==> src/verilog/scie_pkg.sv <==
// scie_pkg: register map, field positions and reset values of the serial
// control and interrupt-enable block.
// assumes a 32-bit apb slave whose registers each occupy one aligned word.
package scie_pkg;

  // ----------------------------------------------------------------------
  // register byte offsets
  // ----------------------------------------------------------------------
  localparam logic [7:0] OFF_CTRL   = 8'h00;
  localparam logic [7:0] OFF_FLAGS  = 8'h04;
  localparam logic [7:0] OFF_STATUS = 8'h08;
  localparam logic [7:0] OFF_MASK   = 8'h0c;

  // ----------------------------------------------------------------------
  // serial_control fields
  // ----------------------------------------------------------------------
  localparam int CTRL_W             = 16;
  localparam int BIT_TX_FIFO_IRQ_EN = 7;
  localparam int BIT_RX_IRQ_EN      = 6;
  localparam int BIT_TX_ENABLE      = 5;
  localparam int BIT_RX_FAULT_EN    = 3;
  localparam logic [15:0] CTRL_RESET = 16'h0000;
  localparam logic [15:0] CTRL_WMASK = 16'h00e8;

  // ----------------------------------------------------------------------
  // flags register fields (tx low flag writable, rest read-only views)
  // ----------------------------------------------------------------------
  localparam int FLG_TX_LOW     = 0;
  localparam int FLG_RX_FULL    = 1;
  localparam int FLG_RX_READY   = 2;
  localparam int FLG_RX_FAULT   = 3;
  localparam int FLG_LINE_BREAK = 4;
  localparam int FLG_OVERRUN    = 5;

  // ----------------------------------------------------------------------
  // interrupt status and mask layout
  // ----------------------------------------------------------------------
  localparam int IRQ_N        = 4;
  localparam int EVT_TX_EMPTY = 0;
  localparam int EVT_RX_FULL  = 1;
  localparam int EVT_RX_FAULT = 2;
  localparam int EVT_BREAK    = 3;
  localparam logic [3:0] STATUS_RESET = 4'h0;
  localparam logic [3:0] MASK_RESET   = 4'h0;

endpackage

==> src/verilog/scie_ctrl.sv <==
// scie_ctrl: control register, interrupt request gating, transmit start
// and tx fifo low flag of a fifo-buffered serial unit, behind an apb slave.
// assumes fifo counts, shifter busy and receive flags come from logic on
// the same clock, so they are read without synchronisers.
//
// Notes on behaviour
// - power-on reset clears serial control to zero
// - control is 16 bits, only bits 7, 6, 5 and 3 writable
// - upper eight control bits read as zero
// - bit 7 gates the tx empty request
// - queued words move to shifter one by one
// - tx low flag sets when count below trigger
// - low flag with enable raises tx empty request
// - clearing tx irq enable withdraws tx request
// - bit 6 gates rx full on full/ready
// - rx enable raises fault request on fault
// - rx enable raises break on break/overrun
// - rx full clears by flag clear or disable
// - fault/break clear by flag or both enables
// - fault enable keeps fault/break on without rx
// - bit 5 switches transmitter on or off
// - transmission starts only once fifo holds data
//
// Decided for this implementation: the register addresses and register access over APB.
`timescale 1ns/1ns

module scie_ctrl #(
  parameter int CW = 5
) (
  input  wire logic          clock,
  input  wire logic          rst,
  input  wire logic          psel,
  input  wire logic          penable,
  input  wire logic          pwrite,
  input  wire logic [7:0]    paddr,
  input  wire logic [31:0]   pwdata,
  output logic [31:0]        prdata,
  output logic               pready,
  output logic               pslverr,
  input  wire logic [CW-1:0] tx_fifo_count,
  input  wire logic [CW-1:0] tx_trigger,
  input  wire logic          tx_shift_busy,
  input  wire logic          rx_fifo_full_flag,
  input  wire logic          rx_data_ready_flag,
  input  wire logic          rx_fault_flag,
  input  wire logic          line_break_flag,
  input  wire logic          overrun_flag,
  output logic               tx_enable,
  output logic               tx_load,
  output logic               tx_fifo_low_flag,
  output logic               tx_fifo_empty_irq,
  output logic               rx_full_irq,
  output logic               rx_fault_irq,
  output logic               line_break_irq,
  output logic               irq
);

  // the fifo counts are compared as plain unsigned words of this width
  if (CW < 1 || CW > 16) begin : g_cw_check
    $error("scie_ctrl: CW must be 1..16");
  end

  // ----------------------------------------------------------------------
  // state
  // ----------------------------------------------------------------------
  logic [scie_pkg::CTRL_W-1:0] ctrl;
  logic [3:0]  status;
  logic [3:0]  mask;
  logic        low_seen;
  logic [3:0]  req_prev;

  // ----------------------------------------------------------------------
  // apb decode
  // ----------------------------------------------------------------------
  wire setup     = psel & ~penable;
  wire access    = psel & penable;
  wire hit_ctrl  = (paddr == scie_pkg::OFF_CTRL);
  wire hit_flags = (paddr == scie_pkg::OFF_FLAGS);
  wire hit_stat  = (paddr == scie_pkg::OFF_STATUS);
  wire hit_mask  = (paddr == scie_pkg::OFF_MASK);
  wire mapped    = hit_ctrl | hit_flags | hit_stat | hit_mask;
  wire wr_ctrl   = access & pwrite & hit_ctrl;
  wire wr_flags  = access & pwrite & hit_flags;
  wire wr_mask   = access & pwrite & hit_mask;
  wire rd_stat   = access & ~pwrite & hit_stat;
  wire rd_flags  = access & ~pwrite & hit_flags;

  // zero wait states: the access phase always completes at its first edge
  assign pready = 1'b1;

  wire [5:0] flag_view = {overrun_flag, line_break_flag, rx_fault_flag,
                          rx_data_ready_flag, rx_fifo_full_flag, tx_fifo_low_flag};

  // read data is captured in setup so prdata comes from a flop; the
  // read-clear below then clears only what software actually saw
  wire [31:0] rd_mux =
    hit_ctrl  ? {16'h0000, 8'h00, ctrl[7:0]} :
    hit_flags ? {26'h0, flag_view} :
    hit_stat  ? {28'h0, status} :
    hit_mask  ? {28'h0, mask} : 32'h0;

  always_ff @(posedge clock or posedge rst) begin
    if (rst) begin
      prdata  <= 32'h0;
      pslverr <= 1'b0;
    end else if (setup) begin
      prdata  <= pwrite ? 32'h0 : rd_mux;
      pslverr <= ~mapped;
    end
  end

  // ----------------------------------------------------------------------
  // control register
  // ----------------------------------------------------------------------
  wire [15:0] next_ctrl = pwdata[15:0] & scie_pkg::CTRL_WMASK;

  always_ff @(posedge clock or posedge rst) begin
    if (rst) begin
      ctrl <= scie_pkg::CTRL_RESET;
    end else if (wr_ctrl) begin
      ctrl <= next_ctrl;
    end
  end

  wire tie_bit   = ctrl[scie_pkg::BIT_TX_FIFO_IRQ_EN];
  wire rie_bit   = ctrl[scie_pkg::BIT_RX_IRQ_EN];
  wire fault_en  = ctrl[scie_pkg::BIT_RX_FAULT_EN];
  assign tx_enable = ctrl[scie_pkg::BIT_TX_ENABLE];

  // ----------------------------------------------------------------------
  // tx fifo low flag: read as 1, then write 0; a low fifo re-sets it
  // ----------------------------------------------------------------------
  wire low_now  = (tx_fifo_count < tx_trigger);
  wire low_clr  = wr_flags & ~pwdata[scie_pkg::FLG_TX_LOW] & low_seen;

  always_ff @(posedge clock or posedge rst) begin
    if (rst) begin
      tx_fifo_low_flag <= 1'b0;
      low_seen         <= 1'b0;
    end else begin
      tx_fifo_low_flag <= low_now | (tx_fifo_low_flag & ~low_clr);
      if (rd_flags && prdata[scie_pkg::FLG_TX_LOW]) begin
        low_seen <= 1'b1;
      end else if (wr_flags) begin
        low_seen <= 1'b0;
      end
    end
  end

  // ----------------------------------------------------------------------
  // transmit start: one load per word, only with data and enable
  // ----------------------------------------------------------------------
  wire have_word = (tx_fifo_count != '0);
  wire next_load = tx_enable & have_word & ~tx_shift_busy & ~tx_load;

  always_ff @(posedge clock or posedge rst) begin
    if (rst) begin
      tx_load <= 1'b0;
    end else begin
      tx_load <= next_load;
    end
  end

  // ----------------------------------------------------------------------
  // interrupt request gating
  // ----------------------------------------------------------------------
  // fault enable only matters while the rx enable is 0, hence the or
  wire fault_gate = rie_bit | fault_en;
  wire next_txi = tie_bit & tx_fifo_low_flag;
  wire next_rxi = rie_bit & (rx_fifo_full_flag | rx_data_ready_flag);
  wire next_eri = fault_gate & rx_fault_flag;
  wire next_bri = fault_gate & (line_break_flag | overrun_flag);

  always_ff @(posedge clock or posedge rst) begin
    if (rst) begin
      tx_fifo_empty_irq <= 1'b0;
      rx_full_irq       <= 1'b0;
      rx_fault_irq      <= 1'b0;
      line_break_irq    <= 1'b0;
    end else begin
      tx_fifo_empty_irq <= next_txi;
      rx_full_irq       <= next_rxi;
      rx_fault_irq      <= next_eri;
      line_break_irq    <= next_bri;
    end
  end

  // ----------------------------------------------------------------------
  // sticky status, mask and interrupt line
  // ----------------------------------------------------------------------
  wire [3:0] req_now = {line_break_irq, rx_fault_irq, rx_full_irq, tx_fifo_empty_irq};
  wire [3:0] rise    = req_now & ~req_prev;
  // a new rise in the clearing cycle wins over the clear
  wire [3:0] rd_clr  = rd_stat ? prdata[3:0] : 4'h0;
  wire [3:0] next_status = rise | (status & ~rd_clr);

  always_ff @(posedge clock or posedge rst) begin
    if (rst) begin
      status   <= scie_pkg::STATUS_RESET;
      mask     <= scie_pkg::MASK_RESET;
      req_prev <= 4'h0;
    end else begin
      status   <= next_status;
      req_prev <= req_now;
      if (wr_mask) begin
        mask <= pwdata[3:0];
      end
    end
  end

  assign irq = |(status & mask);

  // properties below use the default clock and hold off during reset
  // tracks the first control write so the reset value is checked up to it
  logic ctrl_written;
  always_ff @(posedge clock or posedge rst) begin
    if (rst) begin
      ctrl_written <= 1'b0;
    end else if (wr_ctrl) begin
      ctrl_written <= 1'b1;
    end
  end
endmodule

==> config.mk <==
export PLATFORM = sky130hd
export DESIGN_NAME = scie_ctrl
export DESIGN_NICKNAME = d
export VERILOG_FILES = /design/src/verilog/scie_pkg.sv /design/src/verilog/scie_ctrl.sv
export SDC_FILE = /design/constraint.sdc
export NUM_CORES = 1
export LEC_CHECK = 0
export BUFFER_PORTS_ARGS = -buffer_cell sky130_fd_sc_hd__buf_4
export CORE_AREA = 2 2 89 57
export DETAILED_ROUTE_END_ITERATION = 10
export DIE_AREA = 0 0 91 59
export PLACE_DENSITY = 0.69
export SYNTH_ARGS = -nofsm -noshare
export SYNTH_HDL_FRONTEND = slang
export SYNTH_SLANG_ARGS = --single-unit
==> constraint.sdc <==
create_clock -name clock -period 1.03 [get_ports clock]
set_clock_uncertainty 0.05 [all_clocks]
set_input_delay 0.0515 -clock clock [delete_from_list [all_inputs] [get_ports clock]]
set_output_delay 0.0515 -clock clock [all_outputs]
set_load 0.02 [all_outputs]
==> results of run 1 <==
-- worst reg2reg max path, stage by stage (launching register included) --
cell and delay, ps:
sky130_fd_sc_hd__dfrtp_1 400, sky130_fd_sc_hd__buf_6 120, sky130_fd_sc_hd__mux4_2 460, sky130_fd_sc_hd__nand2_2 80, sky130_fd_sc_hd__o21ai_2 40
-- layout make-up --
cell class	instances	area, um2
clock buffers	6	82.6
clock inverters	2	10.0
fillers	400	1840
inverters	9	33.8
multi-input cells	107	797
flip-flops and latches	32	801
well taps	63	78.8
repair buffers	99	825
-- final timing paths --
kind                                        from          end  cells past startpoint
worst min register to register    line_break_irq  req_prev[3]                      0
worst max-delay path                    paddr[5]      mask[0]                      5
max in group asynchronous                    rst      tx_load                      4
min in group asynchronous                    rst      mask[3]                      4
worst min-delay path            tx_fifo_count[0]      tx_load                      3
worst max register to register           mask[3]    prdata[3]                      4
-- timing repair --
item	in CTS	in global routing
endpoints found under the setup margin	23	24
endpoints found under the hold margin	45	0
hold buffers	14	0
resized for setup	17	13
pin swaps	5	8
setup buffers	6	4
-- registers in the layout (all words and copies together) (netlist names), 4 cells and up --
name,cells
prdata,8
status,4
req_prev,4
mask,4
ctrl,4
-- through the flow --
stage / TNS, ps / instance area (um2) / utilization, % / setup slack [ps] / power, mW
2_1_floorplan: -9520 / 1760 / - / -585 / 1.69
3_3_place_gp: -12970 / 2210 / 49.5 / -655 / 1.87
3_5_place_dp: -13690 / 2210 / 49.5 / -698 / 1.88
4_1_cts: -6100 / 2540 / 56.9 / -357 / 3.00
5_1_grt: -8430 / 2630 / 58.8 / -429 / 3.16
6_report: -7570 / 2630 / 58.8 / -406 / 2.98
-- power groups by stage --
stage / logic (mW) / registers (mW) / clock network, mW
3_3_place_gp: 0.483 / 1.38 / 0
2_1_floorplan: 0.310 / 1.38 / 0
6_report: 0.626 / 1.37 / 0.986
5_1_grt: 0.674 / 1.38 / 1.11
4_1_cts: 0.604 / 1.37 / 1.03
3_5_place_dp: 0.494 / 1.39 / 0
-- placed cells by master (no fill, tap or decap), types with 6 or more instances in the layout --
cell,netlist,final
sky130_fd_sc_hd__nand2_1,13,11
sky130_fd_sc_hd__mux2_2,8,7
sky130_fd_sc_hd__dlygate4sd3_1,0,14
sky130_fd_sc_hd__inv_1,9,9
sky130_fd_sc_hd__dfrtp_1,32,32
sky130_fd_sc_hd__conb_1,2,25
sky130_fd_sc_hd__clkbuf_8,0,6
sky130_fd_sc_hd__buf_4,25,75
sky130_fd_sc_hd__a22o_1,7,7
sky130_fd_sc_hd__buf_6,0,9
-- logic make-up (layout without fill, tap and decap cells) --
group / count (synthesis) / count (layout) / synth area share, %
other: 2 / 25 / 0.455
adder cells (fa/ha/maj): 4 / 4 / 3.03
multiplexers: 13 / 13 / 9.25
buffers and inverters: 38 / 116 / 14.4
AND/OR/NAND/NOR: 38 / 38 / 13.1
flip-flops: 32 / 32 / 48.5
AO/OA/AOI/OAI: 27 / 27 / 11.2
-- layer usage --
metal	part of all wire [%]	vias up
li1	-	689
met1	48	693
met2	46	42
met3	4.7	5
met4	0.94	0
met5	0	-
==> results.md, run 1 <==
- The flow ran to the end, but the final reports show violations.
- The checks that failed: negative setup slack.
- Grouping stages by cell kind, the critical path spends the most delay in simple AND/OR/NAND/NOR gates.
- The critical path goes through buf_6, or4_4, nor4_4, nand4_1, mux2_2.
- The analysis attributes to net switching a power of 0.794 mW.
- The number of storage elements in the synthesis netlist is 32.
- The area fraction of the dominant cell type after synthesis is 48.5%.
- The clock tree root driver cell is sky130_fd_sc_hd__clkbuf_8.
- Setup violations remaining at the end of the flow were counted as 24.
- TritonCTS built the clock tree.
- The number of remaining DRC errors is 0.
- The number of cell rows is 19.
- The fraction of final layout cells sized beyond drive strength 1 is 46.3%.
- The post-layout instance count excluding filler cells is 318.
- The internal power component is 2.19 mW.
- Dividing the synthesized area by the synthesized cell count gives 10.7 um2.
- In the routed layout, each cell is associated on average with a via count of 4.49.
- The main flop type after synthesis is sky130_fd_sc_hd__dfrtp_1.
- The half-perimeter wire length of the detailed placement result is 3.23 mm.
- The number of DRC violations after detailed-routing iteration 0 is 38.
- The routed via count is 1,429.
- The final-layout worst hold slack is 21.6 ps.
- Before antenna repair, the detailed router went through 4 iterations.
- The total grt overflow is 0.
- The initial antenna violation count is 0.
- The maximum ir drop on the vdd rail is 0.584 mV.
- The die footprint is 5370 um2.
- After detailed placement, the design holds a cell count of 287.
- The number of max-slew violations in the final report is 0.
- The layer flagged by global routing as most heavily used is met2.
- Counting the buffers created by CTS gives 5.
- The number of buffer and inverter stages on the critical path is 1.
- The area added between synthesis and finish is 59.2%.
- For this design, the slowest cell found on the critical path is sky130_fd_sc_hd__or4_4.
- The register-to-register setup slack is -240 ps.
- The count of buffers inserted at the top-level ports is 52.
- STA classifies the critical path startpoint as a primary input.
- The total power density per cell area is 1140 nW/um2.
- The sequential share of power is 46.0%.
- The worst hold path belongs to the class in -> reg.
- Entering global routing, the biggest net connects 33 pins.
- The arrival time reported for the critical path endpoint is 1550 ps.
- The cell type contributing the most total cell area after synthesis is sky130_fd_sc_hd__dfrtp_1.
- The first global-routing pass estimated 6.82 mm of wire.
- The share of synthesized flip-flops with an asynchronous set or reset is 100%.
- The clock latency reported for the late side of the worst-skew pair is 290 ps.
- On the worst path, the slowest cell contributes a delay of 560 ps.
- The via count of the first global-routing pass is 1,403.
- In this run the remaining antenna-violating nets after routing total 0.
- The analysis attributes to cell leakage a power of 1.34 nW.
- Wires add up to 4.36 mm.
- Dividing the detail-routed wire length by the instance count gives 13.7 um.
- The core region area is 4470 um2.
- Clock-pin slew was measured on the worst setup and hold paths at 60 ps.
- The achievable clock frequency is 697 MHz.
- Across the run, the number of max-cap violations was 0.
- The worst setup path is captured at a flop.
- The clock tree synthesis step divided the H-tree into 2 levels.
- The number of standard cells after synthesis is 154.
- The kind of critical path is in -> reg.
- The final-report hold violation count was 0.
- The overall track demand over capacity in global routing is 16.8%.
- The share of the Yosys chip area taken by registers is 48.5%.
- The number of different library cells used by synthesis comes to 32.
- The CTS sink count is 32.
- Routability-driven placement finished with a final weighted congestion of 0.826.
- The final net count is 319.
- The worst-case setup margin in the final layout is -406 ps.
- Counting I/O delays and the setup requirement, the final critical path takes 1440 ps.
- The met3 routing resource usage after global routing is 4.71%.
- The data required time at the worst endpoint is 1150 ps.
- Summing every instance area after synthesis gives 1650 um2.
- The fraction of power spent switching nets is 26.6%.
- Combinational logic is responsible for 21.0% of the overall power.
- The die boundary width is 91 um.
- The count of warnings emitted by yosys is 0.
- The commonest cells after synthesis are sky130_fd_sc_hd__dfrtp_1, sky130_fd_sc_hd__buf_4, sky130_fd_sc_hd__nand2_1, sky130_fd_sc_hd__inv_1.
- The worst path uses 139% of the clock period.
- Ranked by total cell area, the synthesized netlist is headed by sky130_fd_sc_hd__dfrtp_1, sky130_fd_sc_hd__buf_4, sky130_fd_sc_hd__mux2_2, sky130_fd_sc_hd__a22o_1, sky130_fd_sc_hd__ha_1.
- The worst-case clock buffer depth is 2.
- In the global route stage, met1 resource usage came out at 23.4%.
- The most common cell in the synthesized netlist is sky130_fd_sc_hd__dfrtp_1.
- The count of flip-flops with a built-in enable after synthesis is 0.
- The height of the die is 59 um.
- The initial core utilization is 36.9%.
- Of the total power, the clock network draws 33.1%.
- Global routing used 26.1% of the available met2 tracks.
- The number of top-level pins is 103.
- The number of diodes is 0.
- Setup repair after global routing could not meet its margin everywhere.
- The maximum fanout along the worst path is 4.
(Power assumes the default switching activity.)
==> run 2, diff against run 1 <==
--- a/config.mk
+++ b/config.mk
@@ -10,6 +10,8 @@
 export DETAILED_ROUTE_END_ITERATION = 10
 export DIE_AREA = 0 0 91 59
 export PLACE_DENSITY = 0.69
+export RECOVER_POWER = 25
+export SETUP_SLACK_MARGIN = 0.2
 export SYNTH_ARGS = -nofsm -noshare
 export SYNTH_HDL_FRONTEND = slang
 export SYNTH_SLANG_ARGS = --single-unit
==> results.md, run 2 (synthesis gave the netlist of run 1 again) <==
- The run finished, with violations left.
- The checks that failed: negative hold slack, negative setup slack.
- The floorplan step defined a die boundary enclosing 5370 um2.
- The area added between synthesis and finish is 60.2%.
- The most common cell after layout, fill and taps aside is sky130_fd_sc_hd__buf_4.
- Across all setup checks in the final design, the least slack found is -344 ps.
- The clock edge transition at the registers on the reported setup and hold paths is 70 ps.
- In this run, post-CTS hold repair placed 6 buffers.
- The initial antenna violation count is 0.
- The core region is 4470 um2.
- The finished cells cover 2640 um2.
- For this run, the post-layout net count is 318.
- The repair_antennas step left the layout with diodes totalling 0.
- Summed over all layers, the routed wires come to 4.38 mm.
- The number of DRC violations after detailed-routing iteration 0 is 40.
- The worst setup path is launched from a primary input.
- For this run, design rule violations remaining after detail routing come to 0.
- After detailed placement, the total cell area comes to 2210 um2.
- The share of the cycle needed by the critical path after routing is 133%.
- The fraction of final layout cells sized beyond drive strength 1 is 47.2%.
- The endpoint kind of the worst setup timing path is a flop.
- VDD sags by at most 0.593 mV.
- The max-cap check violation count is 0.
- The register with the most flip-flops in the layout has 8 of them.
- The half-perimeter wire length of the detailed placement result is 3.22 mm.
- In this run the worst path has a maximum fanout of 5.
- The final-report hold violation count is 9.
- The static leakage power is 1.35 nW.
- The clock latency reported for the late side of the worst-skew pair is 280 ps.
- Across every metal layer, demand over resource in global routing totals 16.8%.
- The critical path goes through buf_6, or4_4, nor4_4, nand4_1, buf_4, mux2_4.
- The footprint of the multi-input gates is 792 um2.
- The die boundary width is 91 um.
- The arrival time reported for the critical path endpoint is 1490 ps.
- 103 I/O pins were placed.
- The count of buffers inserted at the top-level ports is 52.
- The total placed cells including tap cells is 287.
- Hold timing on the final database bottoms out at a slack of -134 ps.
- The kind of critical path is in -> reg.
- The die is 59 um tall.
- The cell at the slowest stage of the critical path is sky130_fd_sc_hd__or4_4.
- Routability-driven placement finished with a final weighted congestion of 0.826.
- Dividing total power by cell area gives a power density of 1130 nW/um2.
- The number of max-slew violations in the final report is 0.
- For this run the aggregate overflow at the end of global routing stands at 0.
- Summing over every cut layer, the via total after detailed routing is 1,417.
- The achievable clock frequency is 728 MHz.
- The delay of the slowest cell on the worst path is 570 ps.
- The count of nets left with antenna violations after detail routing is 0.
- The path class of the tightest hold or removal check is in -> reg.
- The data required time at the worst endpoint is 1150 ps.
- The clock net in this run drives a total of 32 sinks.
- The level count of the clock H-tree is 2.
- The minimum clock period is 1370 ps.
- The via count of the first global-routing pass is 1,436.
- In the layout the commonest cells are sky130_fd_sc_hd__buf_4, sky130_fd_sc_hd__dfrtp_1, sky130_fd_sc_hd__buf_6, sky130_fd_sc_hd__conb_1, sky130_fd_sc_hd__nand2_1.
- Among cell families on the critical path, the largest total delay comes from simple AND/OR/NAND/NOR gates.
- Setup violations remaining at the end of the flow were counted as 23.
- The first TritonRoute pass finished after 4 iterations.
- The number of clock buffers added by TritonCTS is 5.
- The first global-routing pass estimated 6.86 mm of wire.
- Setup repair after global routing could not meet its margin everywhere.
- In the final routed layout, each cell accounts on average for 13.8 um.
- The number of buffer and inverter stages on the critical path is 2.
- The number of cell rows is 19.
- The largest register by flop count is prdata.
- The worst-case clock buffer depth is 2.
- In the routed layout, each cell is associated on average with a via count of 4.47.
- The total area of sequential cells is 801 um2.
- The post-layout instance count excluding filler cells is 317.
- The filler cells instantiated in the layout total 416.
- The TritonCTS clock tree is done.
- Entering global routing, the biggest net connects 33 pins.
- For this configuration, the core starts out at a cell density of 36.9%.
- Clock tree synthesis selected as its root buffer the cell sky130_fd_sc_hd__clkbuf_8.
==> run 2: timing repair <==
action | CTS | global route
setup endpoints to repair | 42 | 44
gates resized for setup | 35 | 6
hold endpoints to repair | 45 | 9
buffers inserted | 13 | 3
pin swaps | 8 | 8
==> run 2: final timing paths <==
| path | startpoint | end | slack (ps) | cells past startpoint |
|---|---|---|---|---|
| setup / recovery | paddr[5] | mask[1] | -340 | 6 |
| hold / removal | tx_shift_busy | tx_load | -130 | 2 |
| setup reg to reg | mask[3] | prdata[3] | -230 | 4 |
| hold reg to reg | rx_full_irq | req_prev[1] | 390 | 0 |
| max in group asynchronous | rst | mask[2] | 200 | 4 |
| min in group asynchronous | rst | req_prev[0] | 410 | 4 |
==> run 2: metal layers <==
metal  track usage [%]  up-vias  wire [um]
li1                  -      685          -
met1              23.6      684       2130
met2              25.8       43       1980
met3              5.34        5        225
met4              3.90        0         35
met5                 0        -          0
==> run 2: final cells by class <==
class                           instances  share of cell area (%)
Clock buffer                            8                    3.41
Inverter                                9                    1.28
Multi-Input combinational cell        107                    30.0
Sequential cell                        32                    30.3
Tap cell                               63                    2.98
Timing Repair Buffer                   98                    32.1
==> run 2: through the flow <==
stage | setup slack [ps] | total power, mW | hold WS [ps] | setup TNS [ps] | utilization (%)
4_1_cts | -347 | 2.98 | -140 | -6150 | 58.4
2_1_floorplan | -585 | 1.69 | 72.4 | -9520 | -
3_3_place_gp | -656 | 1.87 | 65.2 | -12990 | 49.5
5_1_grt | -382 | 3.12 | -140 | -7040 | 59.2
3_5_place_dp | -690 | 1.88 | 67.4 | -13700 | 49.5
6_report | -344 | 2.98 | -134 | -6060 | 59.2
==> run 2: where the power goes <==
part	internal, mW	total [mW]	switching (mW)	leakage (nW)
sequential	1.32	1.37	0.0570	0.434
combinational	0.323	0.604	0.281	0.869
clock	0.545	0.999	0.454	0.0455
total	2.18	2.98	0.792	1.35
